===== config.mk =====
export PLATFORM = sky130hd
export DESIGN_NAME = ppc_power_attach
export DESIGN_NICKNAME = d
export VERILOG_FILES = /design/src/inc/ppc_pkg.sv /design/src/ppc_power_attach.sv
export SDC_FILE = /design/constraint.sdc
export NUM_CORES = 1
export LEC_CHECK = 0
export BUFFER_PORTS_ARGS = -buffer_cell sky130_fd_sc_hd__buf_2
export CAP_MARGIN = 20
export CELL_PAD_IN_SITES_DETAIL_PLACEMENT = 1
export CELL_PAD_IN_SITES_GLOBAL_PLACEMENT = 2
export CORE_MARGIN = 3
export CORE_UTILIZATION = 35
export DETAILED_ROUTE_END_ITERATION = 8
export GPL_ROUTABILITY_DRIVEN = 0
export MAX_ROUTING_LAYER = met4
export PLACE_DENSITY = 0.78
export SYNTH_ARGS = -nofsm -noshare
export SYNTH_HDL_FRONTEND = slang
export SYNTH_SLANG_ARGS = --single-unit

===== constraint.sdc =====
create_clock -name pclk -period 2.9 [get_ports pclk]
set_clock_uncertainty 0.2 [all_clocks]
set_input_delay 0.145 -clock pclk [delete_from_list [all_inputs] [get_ports pclk]]
set_output_delay 0.145 -clock pclk [all_outputs]
set_load 0.01 [all_outputs]

===== src/inc/ppc_pkg.sv =====
package ppc_pkg;

    // Register byte addresses
    localparam logic [7:0] ADDR_CTRL = 8'h00;
    localparam logic [7:0] ADDR_LIMIT = 8'h04;
    localparam logic [7:0] ADDR_STATUS = 8'h08;

    // Control register fields
    localparam int CTRL_P0_EN = 0;
    localparam int CTRL_P0_SRC = 1;
    localparam int CTRL_P1_EN = 2;
    localparam int CTRL_P1_SRC = 3;
    localparam int CTRL_EXTA_CTL = 4;
    localparam int CTRL_EXTB_CTL = 5;
    localparam int CTRL_EXTA_REQ = 6;
    localparam int CTRL_EXTB_REQ = 7;
    localparam int CTRL_DFP_EN = 8;
    localparam int CTRL_VCONN_EN = 9;
    localparam int CTRL_ZERO_REQ = 10;
    localparam int CTRL_W = 11;
    // First path sinks, second path sources, both held off
    localparam logic [10:0] CTRL_RST = 11'h008;

    // Limit register fields
    localparam int LIM_P0_LSB = 0;
    localparam int LIM_P1_LSB = 4;
    localparam int LIM_OVP_LSB = 8;
    localparam int LIM_UVP_LSB = 16;
    localparam logic [23:0] LIMIT_RST = 24'h000000;

    // Status register fields
    localparam int ST_OCL_LSB = 0;
    localparam int ST_DTO = 2;
    localparam int ST_ATT_LSB = 3;
    localparam int ST_GATE_LSB = 7;
    localparam int ST_VCONN_LSB = 9;
    localparam int ST_PD = 11;

    // CC pin termination codes from the detection comparators
    localparam logic [1:0] CC_OPEN = 2'h0;
    localparam logic [1:0] CC_RA = 2'h1;
    localparam logic [1:0] CC_RD = 2'h2;

    // Timing
    localparam int CLK_PERIOD_NS = 8;
    localparam int DEGLITCH_NS = 10000;
    localparam int DEGLITCH_CYC = (DEGLITCH_NS + CLK_PERIOD_NS - 1) / CLK_PERIOD_NS;
    localparam int SAFE0_MS = 650;
    localparam int SAFE0_CYC_DEF = SAFE0_MS * 1000000 / CLK_PERIOD_NS;

    typedef struct packed {
        logic en;
        logic src;
        logic [3:0] lim;
    } ppc_path_cfg_t;

    typedef enum logic [3:0] {
        AT_OPEN, AT_SNK1, AT_SNK2, AT_CAB1, AT_CAB2,
        AT_PWR1, AT_PWR2, AT_DEBUG, AT_AUDIO
    } ppc_att_t;

endpackage : ppc_pkg


===== src/ppc_power_attach.sv =====
`timescale 1ns/1ps
// Functional notes
// RULE1: Two bidirectional high-voltage paths, each configurable as sink or source.
// RULE2: Firmware should make the first path sink, the second path source.
// RULE3: Overcurrent clamp active only on a sourcing path, at firmware-chosen limit.
// RULE4: Clamped overcurrent lasting past the deglitch time latches the switch off.
// RULE5: Forward drop at trip current level latches the switch off.
// RULE6: VBUS above overvoltage or below undervoltage threshold disables the paths.
// RULE7: Comparator reverse mode as source, ideal-diode as sink; both disable switch.
// RULE8: Comparator mode blocks VBUS-to-internal-node current past the reverse trip.
// RULE9: Ideal-diode mode blocks current from internal node out to VBUS.
// RULE10: External path enables active high, dropped on overvoltage or undervoltage.
// RULE11: External paths get no overcurrent or thermal shutdown, only voltage limits.
// RULE12: Board pulls each used external enable low with a resistor.
// RULE13: Cable supply switch feeds VCONN to exactly one selected CC pin.
// RULE14: Enabled cable supply switch limits current as a constant current source.
// RULE15: No reverse blocking on the cable supply switch while it conducts.
// RULE16: Cable supply switch closes only if its input is above input-good.
// RULE17: Later input-good loss does not by itself open the closed switch.
// RULE18: Switch off and VBUS above safe five volts turns on the pull-down.
// RULE19: Pull-down held until safe zero level, within the discharge time; code holds it only with zero_tgt set, else releases at safe five.
// RULE20: Both CC open: monitor both, apply neither VBUS nor VCONN.
// RULE21: Rd and open: apply VBUS, no VCONN, watch the Rd pin.
// RULE22: Ra and open: watch both pins, apply neither VBUS nor VCONN.
// RULE23: Ra and Rd: VBUS on, VCONN on Ra pin, watch only Rd pin.
// RULE24: Rd on both: debug accessory, either pin senses detach.
// RULE25: Overcurrent latch holds switch off until firmware clears it; flag readable.
module ppc_power_attach
    import ppc_pkg::*;
#(
    parameter int SAFE0_CYC = SAFE0_CYC_DEF
) (
    // Clock and reset
    input wire logic pclk,
    input wire logic presetn,
    // APB slave
    input wire logic psel,
    input wire logic penable,
    input wire logic pwrite,
    input wire logic [7:0] paddr,
    input wire logic [31:0] pwdata,
    output logic [31:0] prdata,
    output logic pready,
    output logic pslverr,
    // Analog monitors, per high-voltage path
    input wire logic [1:0] hv_clamp_over,
    input wire logic [1:0] hv_trip_drop,
    input wire logic [1:0] hv_rev_cmp,
    input wire logic [1:0] hv_rev_diode,
    // VBUS and cable supply monitors
    input wire logic vbus_over,
    input wire logic vbus_under,
    input wire logic vbus_above_safe5,
    input wire logic vbus_above_safe0,
    input wire logic cable_input_good,
    // CC termination detection
    input wire logic [1:0] cc1_term,
    input wire logic [1:0] cc2_term,
    // High-voltage switch control
    output logic [1:0] hv_gate,
    output logic [1:0] hv_clamp_en,
    output logic [1:0] hv_diode_mode,
    output logic [7:0] hv_clamp_limit,
    output logic [7:0] ovp_level,
    output logic [7:0] uvp_level,
    // External paths
    output logic ext_path_enable_a,
    output logic ext_path_enable_b,
    // Cable supply switch, bit 0 to channel one, bit 1 to channel two
    output logic [1:0] cable_supply_switch,
    output logic cable_ilim_en,
    // VBUS discharge and CC monitoring
    output logic vbus_pulldown,
    output logic [1:0] cc_monitor
);

    localparam int DG_MAX = DEGLITCH_CYC - 1;

    logic [CTRL_W-1:0] ctrl_ff;
    logic [23:0] limit_ff;
    logic [1:0] oc_latch_ff;
    logic dis_tmo_ff;
    logic [31:0] prdata_ff;
    logic pready_ff;
    logic pslverr_ff;
    logic [1:0] gate_ff;
    logic [1:0] clamp_en_ff;
    logic [1:0] diode_ff;
    logic ext_a_ff;
    logic ext_b_ff;
    logic [1:0] vconn_ff;
    logic ilim_ff;
    logic pd_ff;
    logic [1:0] mon_ff;
    logic [31:0] zero_cnt_ff;
    ppc_att_t st_ff;
    ppc_att_t nxt_st;
    ppc_path_cfg_t cfg [2];
    logic wr_acc;
    logic rd_acc;
    logic vbus_fault;
    logic vbus_req;
    logic zero_tgt;
    logic [1:0] vconn_tgt;
    logic [1:0] dg_hit;
    logic [1:0] oc_set;
    logic [31:0] status_rd;

    assign wr_acc = psel & penable & pready_ff & pwrite;
    assign rd_acc = psel & penable & ~pready_ff & ~pwrite;
    assign vbus_fault = vbus_over | vbus_under;
    assign cfg[0] = '{en: ctrl_ff[CTRL_P0_EN], src: ctrl_ff[CTRL_P0_SRC],
                      lim: limit_ff[LIM_P0_LSB +: 4]};
    assign cfg[1] = '{en: ctrl_ff[CTRL_P1_EN], src: ctrl_ff[CTRL_P1_SRC],
                      lim: limit_ff[LIM_P1_LSB +: 4]};

    ////////////////////////////////////////////////////////////////////////////
    // APB register file; one wait state so every answer comes from a flop

    assign status_rd = {20'h00000, pd_ff, vconn_ff, gate_ff, 4'(st_ff), dis_tmo_ff,
                        oc_latch_ff};

    always_ff @(posedge pclk or negedge presetn) begin
        if (!presetn) begin
            pready_ff <= 1'b0;
            pslverr_ff <= 1'b0;
            prdata_ff <= 32'h00000000;
        end else begin
            pready_ff <= psel & penable & ~pready_ff;
            pslverr_ff <= psel & penable & ~pready_ff &
                          ~(paddr == ADDR_CTRL || paddr == ADDR_LIMIT || paddr == ADDR_STATUS);
            if (rd_acc) begin
                case (paddr)
                    ADDR_CTRL: prdata_ff <= {21'h000000, ctrl_ff};
                    ADDR_LIMIT: prdata_ff <= {8'h00, limit_ff};
                    ADDR_STATUS: prdata_ff <= status_rd;
                    default: prdata_ff <= 32'h00000000;
                endcase
            end
        end
    end

    always_ff @(posedge pclk or negedge presetn) begin
        if (!presetn) begin
            ctrl_ff <= CTRL_RST; // RULE2
            limit_ff <= LIMIT_RST;
        end else if (wr_acc) begin
            if (paddr == ADDR_CTRL) begin
                ctrl_ff <= pwdata[CTRL_W-1:0]; // RULE1
            end
            if (paddr == ADDR_LIMIT) begin
                limit_ff <= pwdata[23:0];
            end
        end
    end

    ////////////////////////////////////////////////////////////////////////////
    // High-voltage paths

    for (genvar i = 0; i < 2; i++) begin : g_path
        logic [15:0] dg_cnt_ff;
        logic rev_block;

        // Clamp deglitch runs while the path is set to source, even with the path disabled
        assign dg_hit[i] = cfg[i].src & hv_clamp_over[i] & (dg_cnt_ff == 16'(DG_MAX)); // RULE4
        assign oc_set[i] = dg_hit[i] | hv_trip_drop[i]; // RULE5
        assign rev_block = cfg[i].src ? hv_rev_cmp[i] : hv_rev_diode[i]; // RULE7

        always_ff @(posedge pclk or negedge presetn) begin
            if (!presetn) begin
                dg_cnt_ff <= 16'h0000;
            end else if (cfg[i].src && hv_clamp_over[i] && !dg_hit[i]) begin
                dg_cnt_ff <= dg_cnt_ff + 16'h0001;
            end else begin
                dg_cnt_ff <= 16'h0000;
            end
        end

        // Set wins over a same-cycle software clear
        always_ff @(posedge pclk or negedge presetn) begin
            if (!presetn) begin
                oc_latch_ff[i] <= 1'b0;
            end else if (oc_set[i]) begin
                oc_latch_ff[i] <= 1'b1; // RULE25
            end else if (wr_acc && paddr == ADDR_STATUS && pwdata[ST_OCL_LSB + i]) begin
                oc_latch_ff[i] <= 1'b0; // RULE25
            end
        end

        always_ff @(posedge pclk or negedge presetn) begin
            if (!presetn) begin
                gate_ff[i] <= 1'b0;
                clamp_en_ff[i] <= 1'b0;
                diode_ff[i] <= 1'b0;
            end else begin
                gate_ff[i] <= cfg[i].en & ~oc_latch_ff[i] & ~oc_set[i] & ~vbus_fault // RULE6
                              & ~rev_block // RULE8
                              & (~cfg[i].src | vbus_req);
                clamp_en_ff[i] <= cfg[i].src & cfg[i].en; // RULE3
                diode_ff[i] <= ~cfg[i].src; // RULE9
            end
        end
    end

    ////////////////////////////////////////////////////////////////////////////
    // External paths: voltage faults only, nothing current- or heat-related

    always_ff @(posedge pclk or negedge presetn) begin
        if (!presetn) begin
            ext_a_ff <= 1'b0;
            ext_b_ff <= 1'b0;
        end else begin
            ext_a_ff <= ctrl_ff[CTRL_EXTA_CTL] & ctrl_ff[CTRL_EXTA_REQ] & ~vbus_fault; // RULE10
            ext_b_ff <= ctrl_ff[CTRL_EXTB_CTL] & ctrl_ff[CTRL_EXTB_REQ] & ~vbus_fault; // RULE11
        end
    end

    ////////////////////////////////////////////////////////////////////////////
    // Source-side attach state

    always_comb begin
        nxt_st = st_ff;
        case (st_ff)
            AT_SNK1: if (cc1_term != CC_RD) nxt_st = AT_OPEN; // RULE21
            AT_SNK2: if (cc2_term != CC_RD) nxt_st = AT_OPEN;
            AT_PWR1: if (cc2_term != CC_RD) nxt_st = AT_OPEN; // RULE23
            AT_PWR2: if (cc1_term != CC_RD) nxt_st = AT_OPEN;
            AT_DEBUG: if (cc1_term != CC_RD || cc2_term != CC_RD) nxt_st = AT_OPEN; // RULE24
            AT_AUDIO: if (cc1_term != CC_RA || cc2_term != CC_RA) nxt_st = AT_OPEN;
            AT_OPEN, AT_CAB1, AT_CAB2: begin
                // Open and cable-only states re-decode both pins every cycle
                case ({cc1_term, cc2_term})
                    {CC_RD, CC_OPEN}: nxt_st = AT_SNK1;
                    {CC_OPEN, CC_RD}: nxt_st = AT_SNK2;
                    {CC_RA, CC_OPEN}: nxt_st = AT_CAB1; // RULE22
                    {CC_OPEN, CC_RA}: nxt_st = AT_CAB2;
                    {CC_RA, CC_RD}: nxt_st = AT_PWR1;
                    {CC_RD, CC_RA}: nxt_st = AT_PWR2;
                    {CC_RD, CC_RD}: nxt_st = AT_DEBUG;
                    {CC_RA, CC_RA}: nxt_st = AT_AUDIO;
                    default: nxt_st = AT_OPEN; // RULE20
                endcase
            end
            default: nxt_st = AT_OPEN;
        endcase
        if (!ctrl_ff[CTRL_DFP_EN]) begin
            nxt_st = AT_OPEN;
        end
    end

    always_ff @(posedge pclk or negedge presetn) begin
        if (!presetn) begin
            st_ff <= AT_OPEN;
        end else begin
            st_ff <= nxt_st;
        end
    end

    assign vbus_req = st_ff == AT_SNK1 || st_ff == AT_SNK2 || st_ff == AT_PWR1 ||
                      st_ff == AT_PWR2 || st_ff == AT_DEBUG;
    assign vconn_tgt = !ctrl_ff[CTRL_VCONN_EN] ? 2'h0 :
                       st_ff == AT_PWR1 ? 2'h1 : st_ff == AT_PWR2 ? 2'h2 : 2'h0; // RULE13

    always_ff @(posedge pclk or negedge presetn) begin
        if (!presetn) begin
            mon_ff <= 2'h3;
        end else begin
            case (st_ff)
                AT_SNK1, AT_PWR2: mon_ff <= 2'h1;
                AT_SNK2, AT_PWR1: mon_ff <= 2'h2;
                default: mon_ff <= 2'h3;
            endcase
        end
    end

    ////////////////////////////////////////////////////////////////////////////
    // Cable supply switch

    // Input-good only gates the closing; a closed switch rides through a sag
    always_ff @(posedge pclk or negedge presetn) begin
        if (!presetn) begin
            vconn_ff <= 2'h0;
            ilim_ff <= 1'b0;
        end else begin
            if (vconn_tgt == 2'h0) begin
                vconn_ff <= 2'h0;
            end else if (vconn_ff == vconn_tgt) begin
                vconn_ff <= vconn_ff; // RULE17
            end else if (cable_input_good) begin
                vconn_ff <= vconn_tgt; // RULE16
            end else begin
                vconn_ff <= 2'h0;
            end
            // No reverse blocking is requested while conducting
            ilim_ff <= vconn_tgt != 2'h0; // RULE14 RULE15
        end
    end

    ////////////////////////////////////////////////////////////////////////////
    // VBUS discharge

    assign zero_tgt = ctrl_ff[CTRL_ZERO_REQ] | (ctrl_ff[CTRL_DFP_EN] & ~vbus_req);

    always_ff @(posedge pclk or negedge presetn) begin
        if (!presetn) begin
            pd_ff <= 1'b0;
            zero_cnt_ff <= 32'h00000000;
            dis_tmo_ff <= 1'b0;
        end else begin
            if (gate_ff != 2'h0) begin
                pd_ff <= 1'b0;
            end else if (zero_tgt) begin
                pd_ff <= vbus_above_safe0; // RULE19
            end else begin
                pd_ff <= vbus_above_safe5; // RULE18
            end
            // Discharge time budget, reported rather than enforced
            if (pd_ff && zero_tgt) begin
                zero_cnt_ff <= zero_cnt_ff + 32'h00000001;
            end else begin
                zero_cnt_ff <= 32'h00000000;
            end
            if (pd_ff && zero_tgt && zero_cnt_ff == 32'(SAFE0_CYC)) begin
                dis_tmo_ff <= 1'b1; // RULE19
            end else if (wr_acc && paddr == ADDR_STATUS && pwdata[ST_DTO]) begin
                dis_tmo_ff <= 1'b0;
            end
        end
    end

    ////////////////////////////////////////////////////////////////////////////
    // Outputs

    assign prdata = prdata_ff;
    assign pready = pready_ff;
    assign pslverr = pslverr_ff;
    assign hv_gate = gate_ff;
    assign hv_clamp_en = clamp_en_ff;
    assign hv_diode_mode = diode_ff;
    assign ext_path_enable_a = ext_a_ff;
    assign ext_path_enable_b = ext_b_ff;
    assign cable_supply_switch = vconn_ff;
    assign cable_ilim_en = ilim_ff;
    assign vbus_pulldown = pd_ff;
    assign cc_monitor = mon_ff;
    assign hv_clamp_limit = limit_ff[7:0];
    assign ovp_level = limit_ff[LIM_OVP_LSB +: 8];
    assign uvp_level = limit_ff[LIM_UVP_LSB +: 8];
endmodule : ppc_power_attach


==> run_results.csv <==
group,metric,value,unit
place,post-dp-hpwl,15000,microns
routing,wl,21400,microns
timing,finalHoldViolCount,0,
logic_synthesis,yosys_register_bits,146,
floorplanning,row_count,51,
layout,drive_gt1_share,23.9,%
timing,setup_violators_final,0,
timing,clock.fmax,0.363,GHz
layout,layout-area-overhead-vs-synth,26.6,%
floorplanning,placeableCoreArea,19800,sq um
global_routing,gr-total-overflow,0,
pwr,ir_worst_vdd,0.000373,V
global_routing,global_route.usage.total,20.3,%
timing,tns,0,ns
worst_setup_path,timing.critical_path.fanout_max,15,
pwr,power.switching_fraction,22.9,%
run_status,status,"finished clean",
timing,timing.final.crit_share,95.1,%
routing,routed-via-count,5907,
min_path,hold_class,"in2reg",
timing,holdWs,0.0409,ns
min_path,hold_depth,3,
worst_setup_path,worstReg2RegEnd,"vbus_pulldown",
worst_setup_path,worstRegToRegCells,5,
worst_setup_path,setup.worst_path.end_class,"flip-flop",
logic_synthesis,post_synth_instance_area,7150,sq um
pwr,switching_power,1020,uW
logic_synthesis,synth.most_common_cell,"sky130_fd_sc_hd__dfrtp_1",
global_routing,antenna_found_initial,0,
logic_synthesis,share_of_flip_flops_with_an_asynchronous_set_or_reset_after_synthesis,100,%
global_routing,grt_first_pass_wirelength,34600,microns
clock_network,cts.root.buffer_cell,"sky130_fd_sc_hd__clkbuf_16",
logic_synthesis,synth.area.top_cells,"sky130_fd_sc_hd__dfrtp_1 (50%), sky130_fd_sc_hd__mux2_4 (4.2%), sky130_fd_sc_hd__a22o_1 (2.8%)",
routing,post_drt_via_cell_ratio,5.30,
layout,final_core_utilization,45.8,%
pwr,seq_power_share,45.8,%
timing,timing.final.crit_period,2.76,ns
logic_synthesis,synth_edf_count,0,
logic_synthesis,synth_cell_type_count,55,
floorplanning,die_width,149,microns
clock_network,cts.htree.levels,4,
pwr,share_of_total_power_in_the_clock_network,49.5,%
pwr,power_per_cell_area,494,nW/um^2
logic_synthesis,synth_cells,675,
timing,timing.slew.headroom,43.9,%
routing,drt-pass1-iter-count,4,
logic_synthesis,synth-main-ff-cell,"sky130_fd_sc_hd__dfrtp_1",
global_routing,grt_pass1_vias,6396,
global_routing,pin_count_of_the_biggest_net_entering_global_routing,73,
clock_network,cts_made_buffers,17,
clock_network,clock_sinks,146,
worst_setup_path,timing.critical_path.required,3.06,ns
layout,antenna_cells,0,
clock_network,worst_setup_hold_path_clk_slew,0.06,ns
timing,worst_pin_slew,0.839,ns
worst_setup_path,r2r_slack,0.14,ns
min_path,whs_endpoint,"st_ff[2]",
routing,drc,0,
floorplanning,die_y,149,microns
layout,nNetsFinal,907,
logic_synthesis,synth_warnings,0,
pwr,internal_power,3450,uW
worst_setup_path,cp_data_arrival_time,2.92,ns
logic_synthesis,synth.avg_cell_area,10.6,sq um
worst_setup_path,reg2reg_from,"st_ff[0]",
clock_network,max-clock-path-buffers,2,
worst_setup_path,crit_type,"reg2reg",
pwr,power,4480,uW
worst_setup_path,start_kind,"flip-flop",
logic_synthesis,synthTopCellsByCount,"sky130_fd_sc_hd__dfrtp_1 (143), sky130_fd_sc_hd__nand2_1 (48), sky130_fd_sc_hd__nor2_1 (47), sky130_fd_sc_hd__o21ai_0 (31), sky130_fd_sc_hd__inv_1 (30)",
pwr,leakagePower,0.00411,uW
layout,num-fill-cells,2271,
flow_run,maxCapViolations,0,
routing,ant_nets,0,
floorplanning,floorplan.io_pins,134,
clock_network,post_cts.repair.setup_buffers,0,
logic_synthesis,synth_sequential_area_ratio,51.1,%
routing,routed_len_inst,19.2,microns
min_path,hp-start,"cc1_term[1]",
clock_network,tritoncts,"built",
floorplanning,dieArea,22200,sq um
pwr,comb_power_share,4.7,%
place,place.port_buffers,117,
clock_network,clock_latency,0.42,ns
timing,maxSlewViolCount,0,
logic_synthesis,yosysTopAreaCell,"sky130_fd_sc_hd__dfrtp_1",
place,dpl-instance-area,7990,sq um
floorplanning,starting_density_of_the_core,36.1,%
timing,rsz0062_at_grt,"false",
layout,stdcell_area,9050,sq um
logic_synthesis,synthDominantCellAreaShare,50.0,%
routing,drt_first_iter_violations,245,
==> routing by layer <==
layer  GRT usage [%]  routed length (microns)  vias to the layer above
li1                -                        -                     2760
met1            24.2                     9050                     3052
met2            35.2                    11600                       71
met3            3.89                      457                       24
met4            5.40                      290                        0
met5               -                        0                        -
==> sequential cells by signal, summed over array words and instances (netlist names), 4 cells and up <==
name,flops
zero_cnt_ff,32
limit_ff,24
prdata,24
st_ff,4
ctrl_ff,11
g_path.dg_cnt_ff,32
==> power groups by stage <==
stage | logic, uW | clock network (uW) | registers [uW]
floorplan | 57.7 | 0 | 2080
global placement | 157 | 0 | 2090
detailed placement | 165 | 0 | 2090
CTS | 213 | 2270 | 2050
global route | 233 | 2370 | 2050
finish | 211 | 2220 | 2050
==> worst max-delay path, stage by stage, from the launching register on <==
cell and delay, ns:
sky130_fd_sc_hd__dfrtp_1 0.50, sky130_fd_sc_hd__and3b_1 0.27, sky130_fd_sc_hd__o31a_1 0.46, sky130_fd_sc_hd__or3b_2 0.52
sky130_fd_sc_hd__a211oi_1 0.19, sky130_fd_sc_hd__dlygate4sd3_1 0.57
==> metrics by stage <==
stage | worst slack, ns | std cells
6_report | 0.142 | 1114
5_1_grt | 0.0439 | 1114
4_1_cts | 0.0616 | 1114
3_5_place_dp | 0.558 | 1035
3_3_place_gp | 0.645 | 1035
2_1_floorplan | 0.867 | 682
==> how the worst max path moves through the flow <==
| stage | startpoint | end | cells after the start |
|---|---|---|---|
| after floorplan | st_ff[0] | zero_cnt_ff[2] | 6 |
| after global placement | paddr[5] | limit_ff[16] | 6 |
| after detailed placement | zero_cnt_ff[2] | zero_cnt_ff[31] | 4 |
| after CTS | st_ff[2] | vbus_pulldown | 5 |
| after global routing | st_ff[0] | vbus_pulldown | 5 |
| final | st_ff[0] | vbus_pulldown | 5 |
==> final cells by class <==
cell class,count,area (sq um),share of cell area [%]
clock inverters,11,129,1.42
flip-flops and latches,146,3660,40.4
multi-input cells,466,3220,35.5
clock buffers,21,460,5.08
inverters,30,113,1.24
repair buffers,175,1140,12.6
well taps,265,332,3.66
==> cells in the final DEF (no fill, tap or decap), types with 13 or more instances in the layout <==
| cell | n |
|---|---|
| sky130_fd_sc_hd__dlygate4sd3_1 | 47 |
| sky130_fd_sc_hd__mux2i_1 | 17 |
| sky130_fd_sc_hd__xor2_1 | 23 |
| sky130_fd_sc_hd__clkbuf_16 | 17 |
| sky130_fd_sc_hd__or4_1 | 16 |
| sky130_fd_sc_hd__dfrtp_1 | 142 |
| sky130_fd_sc_hd__o21ai_0 | 31 |
| sky130_fd_sc_hd__o211ai_1 | 13 |
| sky130_fd_sc_hd__nand2_1 | 48 |
| sky130_fd_sc_hd__inv_1 | 30 |
| sky130_fd_sc_hd__nor2_1 | 47 |
| sky130_fd_sc_hd__mux2_4 | 20 |
| sky130_fd_sc_hd__nand3_1 | 22 |
| sky130_fd_sc_hd__buf_2 | 116 |
| sky130_fd_sc_hd__a22o_1 | 23 |
| sky130_fd_sc_hd__nand4_1 | 27 |
| sky130_fd_sc_hd__a21oi_1 | 26 |
==> kinds of logic (layout without fill, tap and decap cells) <==
group           count (synthesis)  count (layout)  synth area share (%)
fa+ha+maj                       9               9                  1.57
xor+xnor                       32              32                  3.92
buf+inv                        70             237                  4.37
mux                            49              49                  8.47
flops                         146             146                  51.1
simple gates                  248             248                  19.5
other cells                     1               8                0.0524
compound gates                120             120                  11.0
==> what timing repair did <==
item | in CTS | in global routing
hold buffers | 47 | 0
endpoints found under the hold margin | 120 | 0
endpoints found under the setup margin | 0 | 1
gates resized for setup | 0 | 1
(Power assumes the default switching activity.)
